## config.mk

```make
export PLATFORM = sky130hd
export DESIGN_NAME = muc_ctrl_regs
export DESIGN_NICKNAME = d
export VERILOG_FILES = /design/src/muc_pkg.sv /design/src/muc_baud_gen.sv /design/src/muc_irq_ident.sv /design/src/muc_ctrl_regs.sv
export SDC_FILE = /design/constraint.sdc
export NUM_CORES = 1
export LEC_CHECK = 0
export BUFFER_PORTS_ARGS = -buffer_cell sky130_fd_sc_hd__buf_2
export CAP_MARGIN = 20
export CORE_MARGIN = 3
export CORE_UTILIZATION = 51
export DETAILED_ROUTE_END_ITERATION = 10
export PLACE_DENSITY = 0.8
export SLEW_MARGIN = 20
export SYNTH_ARGS = -nofsm -noshare
export SYNTH_HDL_FRONTEND = slang
export SYNTH_SLANG_ARGS = --single-unit
```

## constraint.sdc

```tcl
create_clock -name hclk -period 2.7 [get_ports hclk]
set_input_delay 0.27 -clock hclk [delete_from_list [all_inputs] [get_ports hclk]]
set_output_delay 0.27 -clock hclk [all_outputs]
set_load 0.1 [all_outputs]
```

## src/muc_pkg.sv

```systemverilog
// shared constants and types for the mini uart control registers
package muc_pkg;

   // -----------------------------------------------------------------
   // register byte addresses
   // -----------------------------------------------------------------
   localparam logic [31:0] MUC_ADDR_DATA = 32'h7e215040;
   localparam logic [31:0] MUC_ADDR_IER = 32'h7e215044;
   localparam logic [31:0] MUC_ADDR_IIR = 32'h7e215048;
   localparam logic [31:0] MUC_ADDR_LCR = 32'h7e21504c;
   localparam logic [31:0] MUC_ADDR_MCR = 32'h7e215050;

   // -----------------------------------------------------------------
   // field positions
   // -----------------------------------------------------------------
   localparam int MUC_IER_RX_BIT = 0;
   localparam int MUC_IER_TX_BIT = 1;
   localparam int MUC_IIR_PEND_BIT = 0;
   localparam int MUC_IIR_ID_LSB = 1;
   localparam int MUC_IIR_RXCLR_BIT = 1;
   localparam int MUC_IIR_TXCLR_BIT = 2;
   localparam int MUC_LCR_SIZE_LSB = 0;
   localparam int MUC_LCR_BRK_BIT = 6;
   localparam int MUC_LCR_DIVISOR_LATCH_ACCESS_BIT = 7;
   localparam int MUC_MCR_RTS_BIT = 1;

   // -----------------------------------------------------------------
   // fixed read values and reset values
   // -----------------------------------------------------------------
   localparam logic [1:0] MUC_IIR_FIFO_EN = 2'h3;
   localparam logic [2:0] MUC_IIR_ZERO_BITS = 3'h0;
   localparam logic [1:0] MUC_SIZE_8BIT = 2'h3;
   localparam logic [1:0] MUC_SIZE_RST = 2'h0;
   localparam logic [15:0] MUC_DIV_RST = 16'h0000;
   localparam logic [7:0] MUC_BYTE_RST = 8'h00;
   localparam int MUC_OVERSAMPLE = 8;

   // -----------------------------------------------------------------
   // interrupt cause codes
   // -----------------------------------------------------------------
   typedef enum logic [1:0] {
      MUC_CAUSE_NONE = 2'b00,
      MUC_CAUSE_THR = 2'b01,
      MUC_CAUSE_RX = 2'b10
   } muc_cause_type;

endpackage : muc_pkg

```

## src/muc_baud_gen.sv

```systemverilog
// oversample tick generator driven by the 16-bit baud divisor
`timescale 1ns/10ps

module muc_baud_gen
   import muc_pkg::*;
#(
   parameter int DIV_W = 16
) (
   input wire logic hclk,
   input wire logic hresetn,
   input wire logic [DIV_W-1:0] divisor,
   output logic sample_tick
);

   logic [DIV_W-1:0] count_q;
   logic [DIV_W-1:0] gap_q;
   logic [DIV_W-1:0] div_at_tick_q;
   logic gap_valid_q;

   // one tick every divisor+1 clocks; a bit lasts eight ticks
   always_ff @(posedge hclk or negedge hresetn) begin
      if (!hresetn) begin
         count_q <= DIV_W'(MUC_DIV_RST);
         sample_tick <= 1'b0;
      end else if (count_q == '0) begin
         count_q <= divisor;
         sample_tick <= 1'b1;
      end else begin
         count_q <= count_q - 1'b1;
         sample_tick <= 1'b0;
      end
   end

   // helper for checking tick spacing
   always_ff @(posedge hclk or negedge hresetn) begin
      if (!hresetn) begin
         gap_q <= '0;
         div_at_tick_q <= '0;
         gap_valid_q <= 1'b0;
      end else if (count_q == '0) begin
         gap_q <= '0;
         div_at_tick_q <= divisor;
         gap_valid_q <= 1'b1;
      end else begin
         gap_q <= gap_q + 1'b1;
      end
   end
endmodule : muc_baud_gen

```

## src/muc_irq_ident.sv

```systemverilog
// interrupt cause encoder with receive priority
`timescale 1ns/10ps

module muc_irq_ident
   import muc_pkg::*;
(
   input wire logic hclk,
   input wire logic hresetn,
   input wire logic rx_irq_en,
   input wire logic tx_irq_en,
   input wire logic rx_fifo_not_empty,
   input wire logic tx_fifo_not_full,
   output muc_cause_type cause_q,
   output logic pending_n_q
);

   logic rx_cause;
   logic tx_cause;

   assign rx_cause = rx_irq_en && rx_fifo_not_empty;
   assign tx_cause = tx_irq_en && tx_fifo_not_full;

   always_ff @(posedge hclk or negedge hresetn) begin
      if (!hresetn) begin
         cause_q <= MUC_CAUSE_NONE;
         pending_n_q <= 1'b1;
      end else begin
         pending_n_q <= !(rx_cause || tx_cause);
         if (rx_cause) begin
            cause_q <= MUC_CAUSE_RX;
         end else if (tx_cause) begin
            cause_q <= MUC_CAUSE_THR;
         end else begin
            cause_q <= MUC_CAUSE_NONE;
         end
      end
   end
endmodule : muc_irq_ident

```

## src/muc_ctrl_regs.sv

```systemverilog
// mini uart control registers behind an ahb-lite slave
//
// Our own choice: the AHB-Lite slave port.
`timescale 1ns/10ps

// Contract
// - with divisor access set, the enable slot holds divisor bits 15:8.
// - receive enable plus non-empty receive fifo asserts the interrupt.
// - enable bit 1 gates transmit interrupts, read/write, resets to zero.
// - identification bits 7:6 always read one.
// - identification bits 5:3 always read zero.
// - identification bits 2:1 give cause: 00 none, 01 transmit, 10 receive.
// - writing identification bit 1 flushes receive fifo, bit 2 transmit fifo.
// - identification bit 0 is low while an enabled interrupt pends.
// - line control bit 7 maps first two slots onto the divisor.
// - line control bit 6 forces the transmit line low.
// - line control bits 1:0 select seven (00) or eight (11) data bits.
// - modem control bit 1 drives request-to-send inverted.
// - automatic flow control overrides the software request-to-send bit.
// - reserved bits accept writes without effect.
// - with divisor access set, the data slot holds divisor bits 7:0.
// - eight-times oversampling, bit rate is clock over eight times divisor plus one.
module muc_ctrl_regs
   import muc_pkg::*;
#(
   parameter int DIV_W = 16
) (
   input wire logic hclk,
   input wire logic hresetn,
   input wire logic hsel,
   input wire logic [31:0] haddr,
   input wire logic [1:0] htrans,
   input wire logic hwrite,
   input wire logic [2:0] hsize,
   input wire logic [31:0] hwdata,
   input wire logic hready,
   output logic [31:0] hrdata,
   output logic hreadyout,
   output logic hresp,
   input wire logic [7:0] rx_fifo_rdata,
   input wire logic rx_fifo_not_empty,
   input wire logic tx_fifo_not_full,
   input wire logic tx_shift_line,
   input wire logic auto_rts_enable,
   input wire logic auto_rts_level,
   output logic rx_fifo_pop,
   output logic tx_fifo_push_q,
   output logic [7:0] tx_fifo_wdata_q,
   output logic rx_fifo_flush_q,
   output logic tx_fifo_flush_q,
   output logic eight_bit_mode_q,
   output logic sample_tick,
   output logic serial_tx_line,
   output logic request_to_send_line,
   output logic uart_irq
);

   // -----------------------------------------------------------------
   // bus data phase tracking
   // -----------------------------------------------------------------
   logic dp_valid_q;
   logic dp_write_q;
   logic [31:0] dp_addr_q;
   logic addr_take;

   assign addr_take = hsel && htrans[1] && hready;
   assign hreadyout = 1'b1;
   assign hresp = 1'b0;

   always_ff @(posedge hclk or negedge hresetn) begin
      if (!hresetn) begin
         dp_valid_q <= 1'b0;
         dp_write_q <= 1'b0;
         dp_addr_q <= '0;
      end else begin
         dp_valid_q <= addr_take;
         if (addr_take) begin
            dp_write_q <= hwrite;
            dp_addr_q <= haddr;
         end
      end
   end

   logic sel_data;
   logic sel_ier;
   logic sel_iir;
   logic sel_lcr;
   logic sel_mcr;
   logic wr_dp;
   logic rd_dp;

   assign sel_data = dp_addr_q[31:2] == MUC_ADDR_DATA[31:2];
   assign sel_ier = dp_addr_q[31:2] == MUC_ADDR_IER[31:2];
   assign sel_iir = dp_addr_q[31:2] == MUC_ADDR_IIR[31:2];
   assign sel_lcr = dp_addr_q[31:2] == MUC_ADDR_LCR[31:2];
   assign sel_mcr = dp_addr_q[31:2] == MUC_ADDR_MCR[31:2];
   assign wr_dp = dp_valid_q && dp_write_q;
   assign rd_dp = dp_valid_q && !dp_write_q;

   // -----------------------------------------------------------------
   // control registers
   // -----------------------------------------------------------------
   logic [DIV_W-1:0] divisor_q;
   logic ier_rx_q;
   logic ier_tx_q;
   logic divisor_latch_access_q;
   logic break_q;
   logic [1:0] data_size_q;
   logic mcr_rts_q;

   // reserved bits are simply not stored
   always_ff @(posedge hclk or negedge hresetn) begin
      if (!hresetn) begin
         ier_rx_q <= 1'b0;
         ier_tx_q <= 1'b0;
      end else if (wr_dp && sel_ier && !divisor_latch_access_q) begin
         ier_rx_q <= hwdata[MUC_IER_RX_BIT];
         ier_tx_q <= hwdata[MUC_IER_TX_BIT];
      end
   end

   always_ff @(posedge hclk or negedge hresetn) begin
      if (!hresetn) begin
         divisor_q <= DIV_W'(MUC_DIV_RST);
      end else if (wr_dp && divisor_latch_access_q && sel_ier) begin
         divisor_q[DIV_W-1:8] <= hwdata[DIV_W-1-8:0];
      end else if (wr_dp && divisor_latch_access_q && sel_data) begin
         divisor_q[7:0] <= hwdata[7:0];
      end
   end

   always_ff @(posedge hclk or negedge hresetn) begin
      if (!hresetn) begin
         divisor_latch_access_q <= 1'b0;
         break_q <= 1'b0;
         data_size_q <= MUC_SIZE_RST;
      end else if (wr_dp && sel_lcr) begin
         divisor_latch_access_q <= hwdata[MUC_LCR_DIVISOR_LATCH_ACCESS_BIT];
         break_q <= hwdata[MUC_LCR_BRK_BIT];
         data_size_q <= hwdata[MUC_LCR_SIZE_LSB +: 2];
      end
   end

   always_ff @(posedge hclk or negedge hresetn) begin
      if (!hresetn) begin
         mcr_rts_q <= 1'b0;
      end else if (wr_dp && sel_mcr) begin
         mcr_rts_q <= hwdata[MUC_MCR_RTS_BIT];
      end
   end

   // only 11 selects eight bits; other codes fall back to seven
   always_ff @(posedge hclk or negedge hresetn) begin
      if (!hresetn) begin
         eight_bit_mode_q <= 1'b0;
      end else begin
         eight_bit_mode_q <= data_size_q == MUC_SIZE_8BIT;
      end
   end

   // -----------------------------------------------------------------
   // fifo strobes
   // -----------------------------------------------------------------
   always_ff @(posedge hclk or negedge hresetn) begin
      if (!hresetn) begin
         rx_fifo_flush_q <= 1'b0;
         tx_fifo_flush_q <= 1'b0;
      end else begin
         rx_fifo_flush_q <= wr_dp && sel_iir && hwdata[MUC_IIR_RXCLR_BIT];
         tx_fifo_flush_q <= wr_dp && sel_iir && hwdata[MUC_IIR_TXCLR_BIT];
      end
   end

   always_ff @(posedge hclk or negedge hresetn) begin
      if (!hresetn) begin
         tx_fifo_push_q <= 1'b0;
         tx_fifo_wdata_q <= MUC_BYTE_RST;
      end else begin
         tx_fifo_push_q <= wr_dp && sel_data && !divisor_latch_access_q;
         if (wr_dp && sel_data && !divisor_latch_access_q) begin
            tx_fifo_wdata_q <= hwdata[7:0];
         end
      end
   end

   // the head byte is shown during the data phase and popped at its end
   assign rx_fifo_pop = rd_dp && sel_data && !divisor_latch_access_q && rx_fifo_not_empty;

   // -----------------------------------------------------------------
   // interrupt identification and baud timing
   // -----------------------------------------------------------------
   muc_cause_type cause_q;
   logic pending_n_q;

   muc_irq_ident u_ident (
      .hclk(hclk),
      .hresetn(hresetn),
      .rx_irq_en(ier_rx_q),
      .tx_irq_en(ier_tx_q),
      .rx_fifo_not_empty(rx_fifo_not_empty),
      .tx_fifo_not_full(tx_fifo_not_full),
      .cause_q(cause_q),
      .pending_n_q(pending_n_q)
   );

   assign uart_irq = !pending_n_q;

   muc_baud_gen #(
      .DIV_W(DIV_W)
   ) u_baud (
      .hclk(hclk),
      .hresetn(hresetn),
      .divisor(divisor_q),
      .sample_tick(sample_tick)
   );

   // -----------------------------------------------------------------
   // line outputs
   // -----------------------------------------------------------------
   always_ff @(posedge hclk or negedge hresetn) begin
      if (!hresetn) begin
         serial_tx_line <= 1'b1;
         request_to_send_line <= 1'b1;
      end else begin
         serial_tx_line <= break_q ? 1'b0 : tx_shift_line;
         if (auto_rts_enable) begin
            request_to_send_line <= auto_rts_level;
         end else begin
            request_to_send_line <= !mcr_rts_q;
         end
      end
   end

   // -----------------------------------------------------------------
   // read mux
   // -----------------------------------------------------------------
   always_comb begin
      hrdata = 32'h00000000;
      if (rd_dp) begin
         if (sel_data) begin
            hrdata[7:0] = divisor_latch_access_q ? divisor_q[7:0] : rx_fifo_rdata;
         end else if (sel_ier) begin
            if (divisor_latch_access_q) begin
               hrdata[7:0] = divisor_q[DIV_W-1:8];
            end else begin
               hrdata[MUC_IER_RX_BIT] = ier_rx_q;
               hrdata[MUC_IER_TX_BIT] = ier_tx_q;
            end
         end else if (sel_iir) begin
            hrdata[7:6] = MUC_IIR_FIFO_EN;
            hrdata[5:3] = MUC_IIR_ZERO_BITS;
            hrdata[MUC_IIR_ID_LSB +: 2] = cause_q;
            hrdata[MUC_IIR_PEND_BIT] = pending_n_q;
         end else if (sel_lcr) begin
            hrdata[MUC_LCR_DIVISOR_LATCH_ACCESS_BIT] = divisor_latch_access_q;
            hrdata[MUC_LCR_BRK_BIT] = break_q;
            hrdata[MUC_LCR_SIZE_LSB +: 2] = data_size_q;
         end else if (sel_mcr) begin
            hrdata[MUC_MCR_RTS_BIT] = mcr_rts_q;
         end
      end
   end
endmodule : muc_ctrl_regs

```

* After elaboration in Yosys (flattened, before gate mapping)
Index checks and enable logic that the tools add are counted.
** Storage, ports and cells
- Bits in registers :: 91
- Bits of input ports :: 87
- Output and inout bits :: 51
- Word-level logic and storage cells :: 78
** Cells by class
- Add/subtract/negate cells :: 1
- Eq/ne operators :: 6
- Muxes and demuxes :: 19
- Bitwise operators :: 1
- Reductions and logical operators :: 29
** Operators with widths (number)
- 30-bit by 29-bit equality test with 1-bit output (second input constant) :: 5
- 8-bit 2-to-1 mux :: 4
- 1-bit logical AND :: 21
- 16-bit zero test :: 1
- 16-bit 2-to-1 mux :: 1
- 16-bit by 1-bit subtractor with 16-bit output (second input constant) :: 1
- 2-bit 2-to-1 mux :: 5
- 1-bit 2-to-1 mux :: 8
- 6-bit 2-to-1 mux :: 1
- 1-bit zero test :: 5
- 2-bit equality test (second input constant) :: 1
- 2-bit AND reduction :: 1
- 1-bit logical OR :: 1
- 1-bit NOT :: 1

* Logic depth before layout (Yosys ltp)
Gate-level depths: netlist of the first run.
- Depth in word-level cells :: 7
- Gate-level depth with buffers :: 8

* Hierarchy
From an unflattened synthesis of the first run, not the netlist that was laid out.
** Second synthesis, totals
- Cells, all modules :: 369
- Area total of the unflattened synthesis :: 4388.0 µm²
** Modules (own cells, without submodules)
- muc_ctrl_regs :: instances 1, cells an instance 260, area each 3348.2 µm², sequential area each 1729.2 µm²
- muc_baud_gen :: instances 1, cells an instance 102, area each 935.9 µm², sequential area each 425.4 µm²
- muc_irq_ident :: instances 1, cells an instance 7, area each 103.8 µm², sequential area each 76.3 µm²

* Worst setup path before layout of the first run
No wires, ideal clock.
- Path type :: reg2out
- From :: register dp_addr_q[10]
- To :: output hrdata[0]
- Arrival time :: 3.853 ns
- Data required time :: 2.430 ns
- Setup slack :: -1.423 ns
- Cell stages (with the launch flop) :: 6
- Buffers on the path :: 1
- Cells stage by stage :: dfrtp_1 nor4b_2 nand4_4 or4_1 buf_2 a211oi_1
** Between the ends
- Longest elaborated chain between the ends :: 6
- Elaborated cells on any way between the ends :: 9
- Those cells by class :: 4 x eq/ne; 5 x mux
** RTL lines
- from (decl) :: line muc_ctrl_regs.sv:63 : logic [31:0] dp_addr_q;
- from (signal assigned) :: line muc_ctrl_regs.sv:79 : dp_addr_q <= haddr;
- 30-bit by 29-bit equality test with 1-bit output :: line muc_ctrl_regs.sv:95 : assign sel_lcr = dp_addr_q[31:2] == MUC_ADDR_LCR[31:2];
- 1-bit 2-to-1 mux :: line muc_ctrl_regs.sv:254 : end else if (sel_lcr) begin
- 2-bit 2-to-1 mux :: line muc_ctrl_regs.sv:249 : end else if (sel_iir) begin
- 8-bit 2-to-1 mux :: line muc_ctrl_regs.sv:242 : end else if (sel_ier) begin
- 8-bit 2-to-1 mux * :: line muc_ctrl_regs.sv:240 : if (sel_data) begin
- 8-bit 2-to-1 mux * :: line muc_ctrl_regs.sv:239 : if (rd_dp) begin
- to (decl) :: line muc_ctrl_regs.sv:37 : output logic [31:0] hrdata,
Every way passes the cells marked *; elsewhere a longest branch is shown, timed or not.

* Final worst setup path of the first run
Same ends and word-level chain as after synthesis.

==> impl_metrics.yaml, run 1 <==
outcome:
  run_status: "finished with violations"
  failed_checks: "negative hold slack"
worst_hold_path:
  worst_hold_path_type: "in -> async"
drt:
  wl_per_cell_um: 16.6
  drt_pass1_iterations: 4
  drt_first_iter_violations: 123
  drc_errors_left: 0
  postRouteAntennaNets: 0
  drt_wl_total_mm: 8.92
  dr_total_vias: 2882
  avgViaCountPerCell: 5.38
clocking:
  clk_pin_slew_worst_paths_ns: 0.09
  clock_tree.htree_level_count: 3
  cts_num_sinks: 89
  cts_setup_buffers: 0
  total_clock_buffers_created_by_cts: 9
  cts-root-to-sink-buffers: 2
  cts_root_buf: "clkbuf_8"
  post_cts_hold_buffer_count: 0
  cts_tree: "built"
  insertion_delay_ns: 0.36
power_and_ir_drop:
  internal_power_uw: 2040
  total_switching_power_uw: 871
  power_per_cell_area_nw_per_um2: 563
  vdd_drop_max_mv: 0.312
  sw_frac_of_total_pct: 29.9
  pwr-share-clk_pct: 31.6
  power_frac_seq_pct: 52.1
  p_comb_share_pct: 16.4
  p_leak_uw: 0.00256
sta:
  fin_skew_ns: 0.0106
  clock.fmax_mhz: 380
  worstMarginPinSlew_ns: 0.792
  timing.final.setup_violations: 0
  grt_setup_unrepaired: "yes"
  timing.final.hold_violations: 44
  timing.final.max_slew_violations: 0
  setup_tns_ns: 0
  holdWs_ns: -0.0513
  finalCritPeriodShare_pct: 97.4
  post-route-min-period_ns: 2.63
  maxSlewHeadroom_pct: 47.2
critical_path:
  cp.required_ns: 2.43
  criticalPathCategory: "reg -> out"
  worstPathMaxFanout: 8
  critical_path.endpoint_type: "output port"
  worst-endpoint-arrival_ns: 2.36
  start_kind: "flop"
grt:
  grt.total_usage_pct: 19.0
  grt_pass1_wl_mm: 14.6
  grt_pass1_vias: 2938
  grt_start_max_net_pins: 90
  overflow_left_after_global_routing: 0
  antenna_violations_before_repair: 0
finish:
  final_nets: 517
  finalNonFillerCells: 536
  areaGrowthSynthToFinish_pct: 19.6
  sequential_cell_area_um2: 2230
  layout.filler_cells: 625
  drive_gt1_share_pct: 47.2
  multiInputGateArea_um2: 1980
  diodes: 0
synthesis:
  top_reg_cell_synth: "dfrtp_1"
  ys_top_cells_by_area: "dfrtp_1 (50%), mux2_2 (18%), buf_4 (4.5%)"
  yosysWarningCount: 0
  synth-seq-area-share_pct: 51.6
  synth_enable_flop_cells: 0
  syn_area_um2: 4320
  ys_async_sr_fraction_pct: 100
  syn_avg_cell_area_um2: 12.6
  syn-instance-count: 343
  synth_top_area_share_pct: 49.8
  synth_top_area_cell: "dfrtp_1"
  ys_seq_elements: 89
  yosys-top-cells-count: "dfrtp_1 (86), mux2_2 (68), buf_4 (26)"
  yosys.cell_count.top_type: "dfrtp_1"
  synthDistinctLibCells: 56
floorplan:
  start_util_pct: 54.2
  fp.dieArea_um2: 9610
  core_rows: 32
  floorplan.die.height_um: 98.0
  die_x_um: 98.0
  coreArea_um2: 7970
  io-pin-count: 138
placed_design:
  placed_cells_incl_taps: 520
  io_buffers: 81
  place_hpwl_mm: 6.47
  place_congestion: 0.877
flow_run:
  timing.max_cap.violations: 0
==> worst paths after layout <==
kind / from / end / slack, ns / cells after the start
worst min-delay path: hresetn / divisor_q[14] / -0.05 / 1
max in group asynchronous: hresetn / dp_addr_q[2] / 2.15 / 1
worst max register to register: dp_addr_q[7] / divisor_q[13] / 0.43 / 4
worst min register to register: break_q / serial_tx_line / 0.45 / 1
min in group hclk: auto_rts_enable / request_to_send_line / 0.06 / 2
worst max-delay path: dp_addr_q[10] / hrdata[0] / 0.07 / 5
==> flip-flops by register name, summed over array words and instances (netlist names) <==
| name | flops |
|---|---|
| ier_tx_q | 1 |
| divisor_latch_access_q | 1 |
| dp_write_q | 1 |
| u_baud.count_q | 16 |
| u_baud.sample_tick | 1 |
| tx_fifo_flush_q | 1 |
| request_to_send_line | 1 |
| ier_rx_q | 1 |
| dp_valid_q | 1 |
| serial_tx_line | 1 |
| tx_fifo_wdata_q | 8 |
| tx_fifo_push_q | 1 |
| break_q | 1 |
| data_size_q | 2 |
| rx_fifo_flush_q | 1 |
| divisor_q | 16 |
| dp_addr_q | 30 |
| u_ident.pending_n_q | 1 |
| u_ident.cause_q | 2 |
| eight_bit_mode_q | 1 |
| mcr_rts_q | 1 |
==> metrics by stage <==
step	setup WS [ns]	hold slack, ns	instance area (um2)	power [uW]	util, %
floorplan	-0.0133	-0.0256	4510	1910	-
global placement	0.415	0.426	4960	2000	62.3
detailed placement	0.390	0.435	4960	2020	62.3
CTS	0.0466	0.0469	5160	2930	64.7
global route	-0.0324	0.0113	5170	3050	64.9
finish	0.0696	-0.0513	5170	2910	64.9
==> power by group through the flow <==
| stage | Clock, uW | Sequential (uW) | Combinational [uW] |
|---|---|---|---|
| 3_3_place_gp | 0 | 1530 | 467 |
| 3_5_place_dp | 0 | 1540 | 479 |
| 5_1_grt | 1010 | 1530 | 513 |
| 2_1_floorplan | 0 | 1510 | 406 |
| 6_report | 919 | 1520 | 477 |
| 4_1_cts | 941 | 1510 | 479 |
==> critical path: stages, from the launching register on <==
cell      delay, ns
dfrtp_1        0.42
nor4b_4        0.33
nand4_4        0.13
or4_4          0.65
a211oi_4       0.26
buf_12         0.21
==> kinds of logic (layout without fill, tap and decap cells) <==
group	Yosys count	in the layout	share of synthesized area [%]
fa+ha+maj	1	1	0.290
compound gates	34	34	5.42
mux	74	74	19.6
flops	89	89	51.6
simple gates	86	86	13.8
buf+inv	47	114	6.98
other cells	2	26	0.174
xor+xnor	10	10	2.03
==> what timing repair did <==
| item | CTS | global route |
|---|---|---|
| endpoints found under the setup margin | 1 | 7 |
| resized for setup | 0 | 2 |
| hold endpoints to repair | 0 | 0 |
| pin swaps | 2 | 0 |
| cloned | 0 | 0 |
==> layer usage <==
layer	track usage (%)	wire length, um
met5	0	0
met4	5.96	91
met3	6.14	748
met2	30.9	4470
met1	24.4	3610
==> final cells by class <==
cell class,count,share of cell area [%]
Timing Repair Buffer,91,11.7
Sequential cell,89,43.2
Clock buffer,12,2.81
Clock inverter,4,1.02
Multi-Input combinational cell,231,38.3
Tap cell,102,2.47
Inverter,7,0.508
==> cells in the final DEF (no fill, tap or decap), types with 5 or more instances in the layout <==
master,n
nor2_1,14
o21ai_0,5
a21oi_1,6
nand3_1,5
nand2_1,10
a22oi_1,5
nor4_1,6
dfrtp_1,85
buf_2,72
mux2_2,68
conb_1,26
nor3_4,5
xnor2_1,8
clkbuf_8,10
inv_1,7
nor3_1,9
buf_4,10
buf_12,8
o21a_1,5
Power figures use the tool's default switching activity.
==> inputs of run 2 (changes only) <==
- HOLD_SLACK_MARGIN: unset -> 0.1
- TNS_END_PERCENT: unset -> 30
==> impl_metrics.yaml, run 2 (synthesized netlist as in run 1, its figures left out) <==
outcome:
  run_status: "completed"
sta:
  clock.fmax_mhz: 381
  timing.final.hold_violations: 0
  fin_ws_ns: 0.0763
  timing.final.max_slew_violations: 0
  post-route-min-period_ns: 2.62
  worstMarginPinSlew_ns: 0.782
  finalCritPeriodShare_pct: 97.2
  setup_tns_ns: 0
  fin_skew_ns: 0.0117
  grt_setup_unrepaired: "yes"
  timing.final.setup_violations: 0
  maxSlewHeadroom_pct: 47.9
clocking:
  insertion_delay_ns: 0.36
  cts_root_buf: "clkbuf_8"
  total_clock_buffers_created_by_cts: 9
  clk_pin_slew_worst_paths_ns: 0.08
  cts_num_sinks: 89
  cts-root-to-sink-buffers: 2
  clock_tree.htree_level_count: 3
  cts_tree: "built"
placed_design:
  io_buffers: 81
  placed_cells_incl_taps: 520
  dp_slack_ns: 0.390
  place_congestion: 0.877
  place_area_um2: 4960
  place_hpwl_mm: 6.47
floorplan:
  die_x_um: 98.0
  floorplan.die.height_um: 98.0
  start_util_pct: 54.2
  fp.dieArea_um2: 9610
  core_rows: 32
  coreArea_um2: 7970
  io-pin-count: 138
power_and_ir_drop:
  pwr-share-clk_pct: 31.5
  sw_frac_of_total_pct: 29.9
  power_frac_seq_pct: 52.0
  internal_power_uw: 2040
  total_switching_power_uw: 871
  p_comb_share_pct: 16.5
  vdd_drop_max_mv: 0.313
  p_leak_uw: 0.00258
  power_per_cell_area_nw_per_um2: 560
critical_path:
  max_stage_delay_ns: 0.65
  path_buf_inv: 1
  r2r.worst_path.cells: 4
  cp.required_ns: 2.43
  criticalPathCategory: "reg -> out"
  critical_path.startpoint: "dp_addr_q[10]"
  ff2ff_setup_slack_ns: 0.43
  crit_path_max_delay_family: "simple AND/OR/NAND/NOR gates"
  worstPathMaxFanout: 8
  crit_path_cell_trace: "nor4b_4 -> nand4_4 -> or4_4 -> nor3_4 -> buf_12"
  worst-endpoint-arrival_ns: 2.35
  timing.critical_path.slowest_stage_cell: "or4_4"
  regToRegEndpoint: "divisor_q[13]"
  start_kind: "flop"
  r2r-start: "dp_addr_q[7]"
  critical_path.endpoint_type: "output port"
flow_run:
  timing.max_cap.violations: 0
grt:
  grt_pass1_vias: 2968
  grt_util_met3_pct: 6.14
  grt_util_met2_pct: 31.5
  overflow_left_after_global_routing: 0
  global_route.peak_usage_layer: "met2"
  grt_start_max_net_pins: 90
  antenna_violations_before_repair: 0
  grt.total_usage_pct: 19.2
  grt_pass1_wl_mm: 14.7
  met1_layer_usage_reported_by_global_route_pct: 24.4
drt:
  drt_pass1_iterations: 4
  postRouteAntennaNets: 0
  avgViaCountPerCell: 5.41
  wl_per_cell_um: 16.6
  drt_first_iter_violations: 131
  drc_errors_left: 0
  drt_wl_total_mm: 8.96
  dr_total_vias: 2923
worst_hold_path:
  hold_crit_depth: 2
  timing.hold.worst.start: "haddr[27]"
  hold_end: "dp_addr_q[27]"
  worst_hold_path_type: "in -> reg"
finish:
  diodes: 0
  final_cell_mix: "dfrtp_1 (85), buf_2 (72), mux2_2 (68)"
  layout.filler_cells: 621
  mostFrequentLayoutCell: "dfrtp_1"
  multiInputGateArea_um2: 1980
  largest_register_ff_count: 30
  layout.cell_area.non_filler_um2: 5210
  finalNonFillerCells: 540
  final_nets: 521
  sequential_cell_area_um2: 2230
  drive_gt1_share_pct: 46.8
  reg_top3: "dp_addr_q x30, divisor_q x16, u_baud.count_q x16"
  largest_register: "dp_addr_q"
  areaGrowthSynthToFinish_pct: 20.6
## run 2: how the worst max path moves through the flow
| stage | endpoint | slack, ns | cells after the start |
|---|---|---|---|
| after CTS | hrdata[4] | 0.05 | 5 |
| after floorplan | hrdata[0] | -0.01 | 5 |
| after detailed placement | hrdata[0] | 0.39 | 5 |
| after global routing | hrdata[6] | -0.03 | 5 |
| final | hrdata[6] | 0.08 | 5 |
| after global placement | hrdata[0] | 0.42 | 5 |
## run 2: routing by layer
metal	part of all wire, %	up-vias
met5	0	-
met4	0.89	0
met3	8.4	8
met2	51	111
met1	40	1445
li1	-	1359
## run 2: stage by stage
stage	hold WS, ns	power, uW	utilization [%]
floorplan	-0.0256	1910	-
global placement	0.426	2000	62.3
detailed placement	0.435	2020	62.3
CTS	0.123	2940	65.1
global route	0.128	3060	65.4
finish	0.140	2920	65.4
## run 2: area by class of cell
type,instances,area share [%]
Tap cell,102,2.45
Clock buffer,12,2.79
Sequential cell,89,42.9
Multi-Input combinational cell,231,38.0
Timing Repair Buffer,95,12.4
Inverter,7,0.504
Clock inverter,4,1.01
## run 2: worst register-to-register path, cell delays in order (launching register included)
cell and delay (ns):
dfrtp_1 0.39, nor3b_2 0.32, nand4b_2 0.35, nor4_4 0.68, mux2_2 0.41
## run 2: timing repair
item | CTS | global route
hold endpoints to repair | 2 | 86
pin swaps | 2 | 0
hold buffers | 3 | 1
setup buffers | 0 | 0
resized for setup | 0 | 2
endpoints found under the setup margin | 1 | 7
## run 2: power by group through the flow
stage	clock (uW)	combinational [uW]	sequential, uW
3_3_place_gp	0	467	1530
4_1_cts	941	483	1510
6_report	919	482	1510
3_5_place_dp	0	479	1540
5_1_grt	1010	518	1530
2_1_floorplan	0	406	1510
==> inputs of run 3 (changes only) <==
--- a/config.mk
+++ b/config.mk
@@ -12,5 +12,5 @@
 export DETAILED_ROUTE_END_ITERATION = 10
 export HOLD_SLACK_MARGIN = 0.1
-export PLACE_DENSITY = 0.8
+export PLACE_DENSITY = 0.83
 export SLEW_MARGIN = 20
 export SYNTH_ARGS = -nofsm -noshare
==> constraint.sdc (replaced) <==
create_clock -name hclk -period 2.7 [get_ports hclk]
set_input_delay 0.675 -clock hclk [delete_from_list [all_inputs] [get_ports hclk]]
set_output_delay 0.675 -clock hclk [all_outputs]
set_load 0.1 [all_outputs]
==> impl_metrics.yaml, run 3 (synthesized netlist as in run 1, its figures left out) <==
clocking:
  cts_num_sinks: 89
  total_clock_buffers_created_by_cts: 9
  post_cts_hold_buffer_count: 0
  clk_pin_slew_worst_paths_ns: 0.09
  cts-root-to-sink-buffers: 2
  clock_tree.htree_level_count: 3
  cts_root_buf: "clkbuf_8"
  insertion_delay_ns: 0.36
  cts_tree: "built"
power_and_ir_drop:
  vdd_drop_max_mv: 0.374
  power_per_cell_area_nw_per_um2: 550
  p_comb_share_pct: 17.4
  power_frac_seq_pct: 51.6
  p_leak_uw: 0.00261
  internal_power_uw: 2020
  sw_frac_of_total_pct: 30.5
  pwr-share-clk_pct: 31.0
  total_switching_power_uw: 886
critical_path:
  worst_path_most_repeated_cell: "buf_12"
  critical_path.endpoint_type: "output port"
  start_kind: "flop"
  criticalPathCategory: "reg -> out"
  crit_path_cell_trace: "and4bb_2 -> nand4_4 -> or4_4 -> buf_12 -> nor3_4 -> buf_12"
  worstPathMaxFanout: 5
  crit_path_max_delay_family: "simple AND/OR/NAND/NOR gates"
  ff2ff_setup_slack_ns: 0.42
  r2r-start: "u_baud.count_q[11]"
  critical_path.startpoint: "dp_addr_q[24]"
  r2r.worst_path.cells: 4
  path_buf_inv: 2
  max_stage_delay_ns: 0.62
  cp.required_ns: 2.03
  worst_setup_path_endpoint: "hrdata[4]"
  crit_cells: 6
  worst-endpoint-arrival_ns: 2.29
  timing.critical_path.slowest_stage_cell: "or4_4"
  regToRegEndpoint: "u_baud.count_q[13]"
grt:
  grt_pass1_wl_mm: 14.6
  overflow_left_after_global_routing: 0
  grt_pass1_vias: 2970
  grt.total_usage_pct: 19.1
  grt_start_max_net_pins: 57
  antenna_violations_before_repair: 0
drt:
  drt_wl_total_mm: 8.93
  drt_first_iter_violations: 119
  avgViaCountPerCell: 5.42
  drc_errors_left: 0
  postRouteAntennaNets: 0
  wl_per_cell_um: 16.4
  dr_total_vias: 2946
  drt_pass1_iterations: 4
finish:
  final_nets: 525
  mostFrequentLayoutCell: "dfrtp_1"
  drive_gt1_share_pct: 48.6
  reg_top3: "dp_addr_q x30, divisor_q x16, u_baud.count_q x16"
  layout.cell_area.non_filler_um2: 5290
  largest_register: "dp_addr_q"
  areaGrowthSynthToFinish_pct: 22.4
  largest_register_ff_count: 30
  final_cell_mix: "dfrtp_1 (85), buf_2 (71), mux2_2 (68)"
  diodes: 0
placed_design:
  io_buffers: 81
  place_area_um2: 5020
  place_congestion: 0.894
  place_hpwl_mm: 6.50
  dp_slack_ns: 0.0539
floorplan:
  fp.dieArea_um2: 9610
  floorplan.die.height_um: 98.0
  io-pin-count: 138
  start_util_pct: 54.2
  core_rows: 32
  die_x_um: 98.0
  coreArea_um2: 7970
outcome:
  run_status: "finished with violations"
  failed_checks: "negative setup slack"
sta:
  grt_setup_unrepaired: "yes"
  timing.final.hold_violations: 0
  timing.final.max_slew_violations: 0
  fin_skew_ns: 0.00789
  fin_ws_ns: -0.270
  finalCritPeriodShare_pct: 110
  worstMarginPinSlew_ns: 0.672
  timing.final.setup_violations: 9
  post-route-min-period_ns: 2.97
  maxSlewHeadroom_pct: 54.9
  clock.fmax_mhz: 337
flow_run:
  timing.max_cap.violations: 0
worst_hold_path:
  worst_hold_path_type: "in -> async"
## run 3: cell count changes in the layout (fill, tap and decap cells not counted), moves of 2 or more
| cell | previous run | this run |
|---|---|---|
| buf_12 | 8 | 11 |
| clkbuf_1 | 2 | 0 |
| buf_4 | 10 | 16 |
| dlygate4sd3_1 | 4 | 0 |
| clkinvlp_4 | 0 | 3 |
## run 3: worst register-to-register path: cells and delay by family (launching register included)
kind | cells | cell delay, ns
DFF | 1 | 0.45
and+or+nand+nor | 3 | 1.36
muxes | 1 | 0.37
## run 3: stage by stage
step                hold WS (ns)  cells  power [uW]  TNS, ns  util, %
floorplan                  0.379    367        1910    -2.80        -
global placement           0.450    524        2010        0     63.0
detailed placement         0.451    524        2030        0     63.0
CTS                        0.260    541        2930    -2.23     65.5
global route               0.264    544        3050    -2.79     66.3
finish                     0.248    544        2910    -1.94     66.3
## run 3: worst min path at each step
stage	cells past startpoint	from	slack (ns)	endpoint
2_1_floorplan	0	hresetn	0.38	break_q
3_3_place_gp	1	ier_tx_q	0.45	u_ident.pending_n_q
3_5_place_dp	1	break_q	0.45	serial_tx_line
4_1_cts	1	hresetn	0.26	u_baud.sample_tick
5_1_grt	1	hresetn	0.26	u_baud.count_q[12]
6_report	1	hresetn	0.25	u_baud.count_q[12]
## run 3: power groups by stage
stage / combinational (uW) / sequential, uW / clock, uW
after floorplan: 406 / 1510 / 0
after global placement: 492 / 1520 / 0
after detailed placement: 505 / 1520 / 0
after CTS: 507 / 1500 / 924
after global routing: 541 / 1510 / 991
final: 507 / 1500 / 901
## run 3: cell type report
class	count	area [um2]
clock buffers	9	124
clock inverters	7	71.3
fillers	582	2680
inverters	7	26.3
multi-input cells	231	1990
flip-flops and latches	89	2230
well taps	102	128
repair buffers	99	711
## run 3: per-layer routing
metal  up-vias  track usage [%]  share of wire [%]
li1       1371                -                  -
met1      1461             24.7                 41
met2        99             30.8                 50
met3        15             5.93                6.9
met4         0             6.60                1.7
met5         -                0                  0
## run 3: what timing repair did
| action | CTS | global route |
|---|---|---|
| pin swaps | 4 | 4 |
| setup endpoints to repair | 9 | 9 |
| setup buffers | 1 | 3 |
| resized for setup | 1 | 6 |
| gates cloned | 0 | 0 |
